File: src/ite_pkg.sv
// Package of constants for the input trigger and expansion select block
package ite_pkg;

   // -----------------------------------------------------------------
   // Channel addressing
   // -----------------------------------------------------------------
   localparam int          CHAN_W       = 9;
   localparam int          EXP_SEL_W    = 5;
   localparam int          EXP_SEL_LSB  = 4;
   localparam int          BOARD_LINES  = 64;
   localparam int          MAX_BOARDS   = 8;

   // -----------------------------------------------------------------
   // Trigger modes and reset values
   // -----------------------------------------------------------------
   localparam logic [1:0]  TRIG_NONE    = 2'h0;
   localparam logic [1:0]  TRIG_ONESHOT = 2'h1;
   localparam logic [1:0]  TRIG_GATED   = 2'h2;
   localparam logic [15:0] DAC_ZERO     = 16'h8000;

   typedef enum logic [1:0]
   {
      ITE_IDLE,
      ITE_ARM,
      ITE_WAIT,
      ITE_RUN
   } ite_state_e;

endpackage : ite_pkg

File: src/ite_trigger_select.sv
// Expansion select, external trigger gating and sample clock echo
`timescale 1ns/1ps
// Summary of operation
// - Upper five channel bits on select lines
// - Select set one sample period early
// - Eight boards of sixty-four lines addressable
// - Trigger active high, inactive start holds off
// - Held-off sampling starts on rising trigger
// - One-shot or gated mode from configuration
// - No trigger configuration ignores trigger input
// - Undriven trigger reads as active
// - Buffered internal sample clock driven out
// - Both converters load zero code at reset
module ite_trigger_select #(
   parameter int CHAN_W = ite_pkg::CHAN_W
)(
   input  wire logic              ref_clk,
   input  wire logic              rst_n,
   input  wire logic              proc_start,
   input  wire logic              proc_stop,
   input  wire logic [1:0]        hardware_trigger_config,
   input  wire logic              ext_input_trigger_pin,
   input  wire logic              ext_input_trigger_driven,
   input  wire logic              sample_tick,
   input  wire logic [CHAN_W-1:0] next_chan,
   output logic [4:0]             exp_sel,
   output logic                   sample_en,
   output logic                   internal_sample_clock_out,
   output logic [15:0]            dac0_code,
   output logic [15:0]            dac1_code,
   output logic                   running
);

   // -----------------------------------------------------------------
   // Trigger synchroniser
   // -----------------------------------------------------------------
   logic       trig_raw;
   logic [2:0] sync_r;
   logic [2:0] sync_nxt;

   // Floating pin is pulled to the active level
   assign trig_raw = ext_input_trigger_driven ? ext_input_trigger_pin
                                              : 1'b1;

   always_comb
   begin
      // Stage 0 feeds only stage 1
      sync_nxt = {sync_r[1], sync_r[0], trig_raw};
   end

   always_ff @(posedge ref_clk or negedge rst_n)
   begin
      if (!rst_n)
         sync_r <= 3'h7;
      else
         sync_r <= sync_nxt;
   end

   logic trig_lvl;
   logic trig_rise;
   assign trig_lvl  = sync_r[1];
   assign trig_rise = sync_r[1] & ~sync_r[2];

   // -----------------------------------------------------------------
   // Trigger state machine
   // -----------------------------------------------------------------
   ite_pkg::ite_state_e state_r;
   ite_pkg::ite_state_e state_nxt;
   logic [1:0]          mode_r;
   logic [1:0]          mode_nxt;

   always_comb
   begin
      state_nxt = state_r;
      mode_nxt  = mode_r;
      case (state_r)
         ite_pkg::ITE_IDLE:
         begin
            if (proc_start)
            begin
               mode_nxt = hardware_trigger_config;
               if (hardware_trigger_config == ite_pkg::TRIG_NONE)
                  state_nxt = ite_pkg::ITE_RUN;
               else if (trig_lvl)
                  state_nxt = ite_pkg::ITE_RUN;
               else
                  state_nxt = ite_pkg::ITE_WAIT;
            end
         end
         ite_pkg::ITE_WAIT:
         begin
            if (trig_rise)
               state_nxt = ite_pkg::ITE_RUN;
         end
         ite_pkg::ITE_RUN:
         begin
            // Gated mode waits again for the next rising edge
            if (mode_r == ite_pkg::TRIG_GATED && !trig_lvl)
               state_nxt = ite_pkg::ITE_WAIT;
         end
         default:
            state_nxt = ite_pkg::ITE_IDLE;
      endcase
      if (proc_stop)
         state_nxt = ite_pkg::ITE_IDLE;
   end

   always_ff @(posedge ref_clk or negedge rst_n)
   begin
      if (!rst_n)
      begin
         state_r <= ite_pkg::ITE_IDLE;
         mode_r  <= ite_pkg::TRIG_NONE;
      end
      else
      begin
         state_r <= state_nxt;
         mode_r  <= mode_nxt;
      end
   end

   assign running = (state_r == ite_pkg::ITE_RUN);

   // Sample only while running; one-shot ignores later levels
   assign sample_en = running & sample_tick;

   // -----------------------------------------------------------------
   // Expansion select and clock echo
   // -----------------------------------------------------------------
   logic [4:0] sel_r;
   logic [4:0] sel_nxt;
   logic       clk_r;
   logic       clk_nxt;

   // One select line per upper channel bit; line 4 carries the MSB
   logic [4:0] chan_hi;

   genvar gi;
   generate
      for (gi = 0; gi < 5; gi++)
      begin : g_sel_bit
         assign chan_hi[gi] = next_chan[ite_pkg::EXP_SEL_LSB + gi];
      end
   endgenerate

   always_comb
   begin
      sel_nxt = sel_r;
      // Next channel is latched on the tick before its conversion, so
      // it stands one full period and through the sampling edge
      if (sample_tick)
         sel_nxt = chan_hi;
      clk_nxt = sample_en;
   end

   always_ff @(posedge ref_clk or negedge rst_n)
   begin
      if (!rst_n)
      begin
         sel_r <= 5'h0;
         clk_r <= 1'b0;
      end
      else
      begin
         sel_r <= sel_nxt;
         clk_r <= clk_nxt;
      end
   end

   assign exp_sel                   = sel_r;
   assign internal_sample_clock_out = clk_r;

   // Converters hold the zero code from reset onward
   assign dac0_code = ite_pkg::DAC_ZERO;
   assign dac1_code = ite_pkg::DAC_ZERO;

endmodule : ite_trigger_select

File: config.mk
export PLATFORM = sky130hd
export DESIGN_NAME = ite_trigger_select
export DESIGN_NICKNAME = d
export VERILOG_FILES = /design/src/ite_pkg.sv /design/src/ite_trigger_select.sv
export SDC_FILE = /design/constraint.sdc
export NUM_CORES = 1
export LEC_CHECK = 0
export BUFFER_PORTS_ARGS = -buffer_cell sky130_fd_sc_hd__buf_2
export CAP_MARGIN = 20
export CORE_MARGIN = 1.5
export CORE_UTILIZATION = 41
export CTS_BUF_LIST = sky130_fd_sc_hd__clkbuf_4 sky130_fd_sc_hd__clkbuf_8 sky130_fd_sc_hd__clkbuf_16
export CTS_CLUSTER_SIZE = 14
export DETAILED_ROUTE_END_ITERATION = 10
export PLACE_DENSITY = 0.82
export SLEW_MARGIN = 10
export SYNTH_ARGS = -nofsm -noshare
export SYNTH_HDL_FRONTEND = slang
export SYNTH_SLANG_ARGS = --single-unit
export TNS_END_PERCENT = 10
File: constraint.sdc
create_clock -name ref_clk -period 1.8 [get_ports ref_clk]
set_clock_uncertainty 0.1 [all_clocks]
set_input_delay 0.27 -clock ref_clk [delete_from_list [all_inputs] [get_ports ref_clk]]
set_output_delay 0.27 -clock ref_clk [all_outputs]
set_load 0.01 [all_outputs]
* After elaboration in Yosys (flattened, before gate mapping)
Cells that the tools add are included.
** Operators by class
- Equal/unequal tests :: 6
- Muxes and demuxes :: 8
- Bitwise logic cells :: 3
- Reductions and logical operators :: 6
** Operators by type and width (count)
- $mux W2 :: 4
- $eq A2 B2 Y1 const B :: 3
- $ne A3 B3 Y1 const B :: 2
- $pmux W2 S3 :: 1
- $logic_not A2 Y1 :: 2
- $mux W1 :: 3
- $ne A3 B2 Y1 const B :: 1
- $reduce_and A3 Y1 :: 1
- $and A1 B1 Y1 :: 2
- $reduce_and A2 Y1 :: 1
- $logic_and A1 B1 Y1 :: 1
- $logic_not A1 Y1 :: 1
- $not A1 Y1 :: 1
** Word-level totals
- Flip-flop bits (word level) :: 13
- Input bits :: 18
- Output and inout port bits :: 40
- Logic and storage cells :: 28

* Depth between registers and ports, before layout
- Depth after elaboration :: 5
- Gate-level depth with buffers :: 3
- Depth with buffers taken out :: 3

* Least setup slack after synthesis
OpenSTA, ideal clock, no wires.
- Kind :: reg-to-reg
- From :: register state_r[1]
- To :: register mode_r[0]
- Library setup time :: 0.125 ns
- Arrival :: 0.972 ns
- Required time :: 1.575 ns
- Path slack :: 0.603 ns
- Stages on the path, launching flop included :: 3
- Buffers on the path :: 0
- Clock period less this slack :: 1.197 ns
- Path through :: dfrtp_1 -> nor3_2 -> mux2_2
** On the way
- Longest elaborated chain between the ends :: 2
** RTL lines
- from (decl) :: RTL line ite_trigger_select.sv:67 : ite_pkg::ite_state_e state_r;
- from (signal assigned) :: RTL line ite_trigger_select.sv:112 : state_r <= ite_pkg::ITE_IDLE;
- from (signal assigned) :: RTL line ite_trigger_select.sv:117 : state_r <= state_nxt;
- $logic_not A2 Y1 :: RTL line ite_trigger_select.sv:76 : case (state_r)
- $reduce_and A2 Y1 (no line)
- to (signal assigned) :: RTL line ite_trigger_select.sv:113 : mode_r <= ite_pkg::TRIG_NONE;
- to (signal assigned) :: RTL line ite_trigger_select.sv:118 : mode_r <= mode_nxt;
- to (decl) :: RTL line ite_trigger_select.sv:69 : logic [1:0] mode_r;
No other way between the ends.
A chain may end at the register's enable or synchronous reset.

* Worst setup path in the final report
- From :: register state_r[1]
- To :: output sample_en
** On the way
- Longest elaborated chain between the ends :: 2
** RTL lines
- $eq A2 B2 Y1 :: RTL line ite_trigger_select.sv:122 : assign running = (state_r == ite_pkg::ITE_RUN);
- $and A1 B1 Y1 :: RTL line ite_trigger_select.sv:125 : assign sample_en = running & sample_tick;
- to (decl) :: RTL line ite_trigger_select.sv:27 : output logic sample_en,
No other way between the ends.

==> impl_results.md <==
* Nets at 113
* Max incr delay on CP at 0.46 ns
* Hold_ws at 0.0194 ns
* Antenna viol nets, final at 0
* Htree depth at 1
* Setup Buffers After CTS at 0
* Drc violations at 0
* Largest net degree at the start of global routing at 14
* Count leader, synth: buf_4
* Finished Core Util at 46.6%
* Cell area power density at roughly 800 mW/mm2
* Setup violations, final at 0
* Seq cells post-synth at 13
* Max Cap Viol at 0
* Routed len/inst at 8.23 um
* DR vias at 435
* Maximum vdd drop at 0.330 mV
* Register area share after synthesis at 43.5%
* Top post-synthesis cells by count: 32 x buf_4, 10 x dfrtp_1, 7 x mux2_2
* Share of layout cells above drive strength 1 at 42.6%
* Hold path endpoint: sync_r[0]$_DFF_PN1_
* Min cycle time layout at ~1.4 ns
* Worst setup EP type: primary output
* Post-Syn Instances at 70
* Synth top area cells: dfrtp_1 33%, buf_4 32%, dfstp_2 10%
* Layout area overhead at 6.46%
* Number of synthesized flops with an enable pin at 0
* Status: completed
* Hold Path Depth at 2
* Cts hold-fix bufs at 1
* I/O Pins at 58
* Setup TNS at 0 ns
* RD Place Congestion at 0.703
* Top cell type's share of synthesized area at about a third
* Leading area contributor after synthesis: dfrtp_1
* Leakage dissipation at 0.000436 uW
* DRT Pass-1 Iters at 4
* GR Overflow Total at 0
* Cts repair resizes at 0
* Category of the most critical setup path: flip-flop to primary output
* Die ar. at 0.00211 mm2
* YS warnings at 0
* Worst path cell trace: and3_2, buf_2
* Core region area at around 0.0017 mm2
* CTS tree: done
* Reg2Reg Depth at 2
* Buf/Inv on CP at 1
* Worst min-delay path class: primary input to flip-flop
* Final Slew Violations at 0
* Synth cell types at 18
* Hold Startpoint: ext_input_trigger_driven
* CP Depth at 2
* Synthesized cell area at roughly 760 um2
* Worst path required time at 1.43 ns
* Count of input and output buffers at 21
* RSZ-0062 raised after global routing: no
* Root Driver: clkbuf_4
* Clock Path Buffers at 2
* Initial Utilization at 43.8%
* First-pass GRT wire length at 1610 um
* Reg2reg start: state_r[1]$_DFFE_PN0P_
* Top FF cell, synth: dfrtp_1
* CP max-delay cell: dfrtp_1
* CP Launch Type: flip-flop
* Die width at approximately 46 um
* Std cell rows at 15
* Total GRT Usage at 11.5%
* Post-Route WL at 979 um
* Initial DRC count at 2
* Worst path arrival time at 1.07 ns
* Chip height at 45.9 um
* Final Hold Fails at 0
* Clock Sinks at 13
* Crit path max fanout at 7
* Clock edge transition at the registers on the reported setup and hold paths at 0.07 ns
* Syn_area_per_cell at 10.8 um2
* Vias/cell at around 3.7
* Initial antenna violation count at 0
* Num CTS Buffers at 3
* Dpl hpwl at between 800 and 900 um
* Number of diodes at 0
* Crit. Startpoint: state_r[1]$_DFFE_PN0P_
* Ys async rst share at 100%
* Vias in the first global route at roughly 390
* Setup slack, reg-to-reg at ~0.5 ns
* Crit-path leading delay family: flip-flops
* Final cycle utilization of the critical path at 80.0%
* Worst reg2reg endpoint: mode_r[1]$_DFFE_PN0P_
* Worst-skew pair later-pin latency at 0.27 ns
* Upper clock frequency limit at 695 MHz
## where the power goes
group          internal [uW]  switching (uW)  leakage, uW  total, uW
Sequential               323            17.6     0.000153        341
Clock                    101            87.7    0.0000184        188
Combinational           49.1            66.4     0.000265        116
## logic make-up (layout without fill, tap and decap cells)
family                 Yosys count  after routing  share of synthesized area (%)
buffers and inverters           34             28                           32.8
DFF                             13             13                           43.5
and+or+nand+nor                 10             10                           8.94
muxes                            7              7                           10.4
AOI/OAI and AO/OA                4              4                           3.31
other                            2             32                          0.994
## routing by layer
metal	share of wire (%)	up-vias	wire length, um	track usage [%]
met3	8.7	0	85	4.76
met5	0	-	0	0
li1	-	212	-	-
met2	53	27	514	18.6
met4	0	0	0	8.57
met1	39	196	379	11.6
## placed cells by master (no fill, tap or decap), drive strengths merged
cell type | netlist | final
nor3b | 2 | 2
conb | 2 | 32
a21oi | 1 | 1
dlygate4sd3 | 0 | 1
a31o | 1 | 1
nor3 | 1 | 1
buf | 32 | 21
dfrtp | 10 | 10
nand2b | 1 | 1
dfstp | 3 | 3
and2 | 1 | 1
nor2 | 3 | 3
inv | 2 | 2
clkbuf | 0 | 4
nand2 | 1 | 1
o22ai | 1 | 1
and3 | 1 | 1
mux2 | 7 | 7
o21ai | 1 | 1
## registers in the layout (all words and copies together) (netlist names)
register                   count
exp_sel                        5
internal_sample_clock_out      1
mode_r                         2
state_r                        2
sync_r                         3
## worst max path at each step
stage                            end
2_1_floorplan  mode_r[0]$_DFFE_PN0P_
3_3_place_gp   mode_r[0]$_DFFE_PN0P_
3_5_place_dp   mode_r[1]$_DFFE_PN0P_
4_1_cts                    sample_en
5_1_grt                    sample_en
6_report                   sample_en
## per-stage QoR
step | cell area, um2 | worst slack [ns] | instances | power (uW)
after floorplan | 868 | 0.603 | 100 | 469
after global placement | 764 | 0.546 | 114 | 455
after detailed placement | 764 | 0.504 | 114 | 460
after CTS | 805 | 0.337 | 119 | 657
after global routing | 805 | 0.265 | 119 | 693
final | 805 | 0.361 | 119 | 645
## layout make-up
type	instances	area [um2]
clock buffers	4	30.0
fillers	188	922
inverters	2	7.51
multi-input cells	53	292
flip-flops and latches	13	329
well taps	25	31.3
repair buffers	22	115
Note: power is estimated with default switching activity, not from simulation.
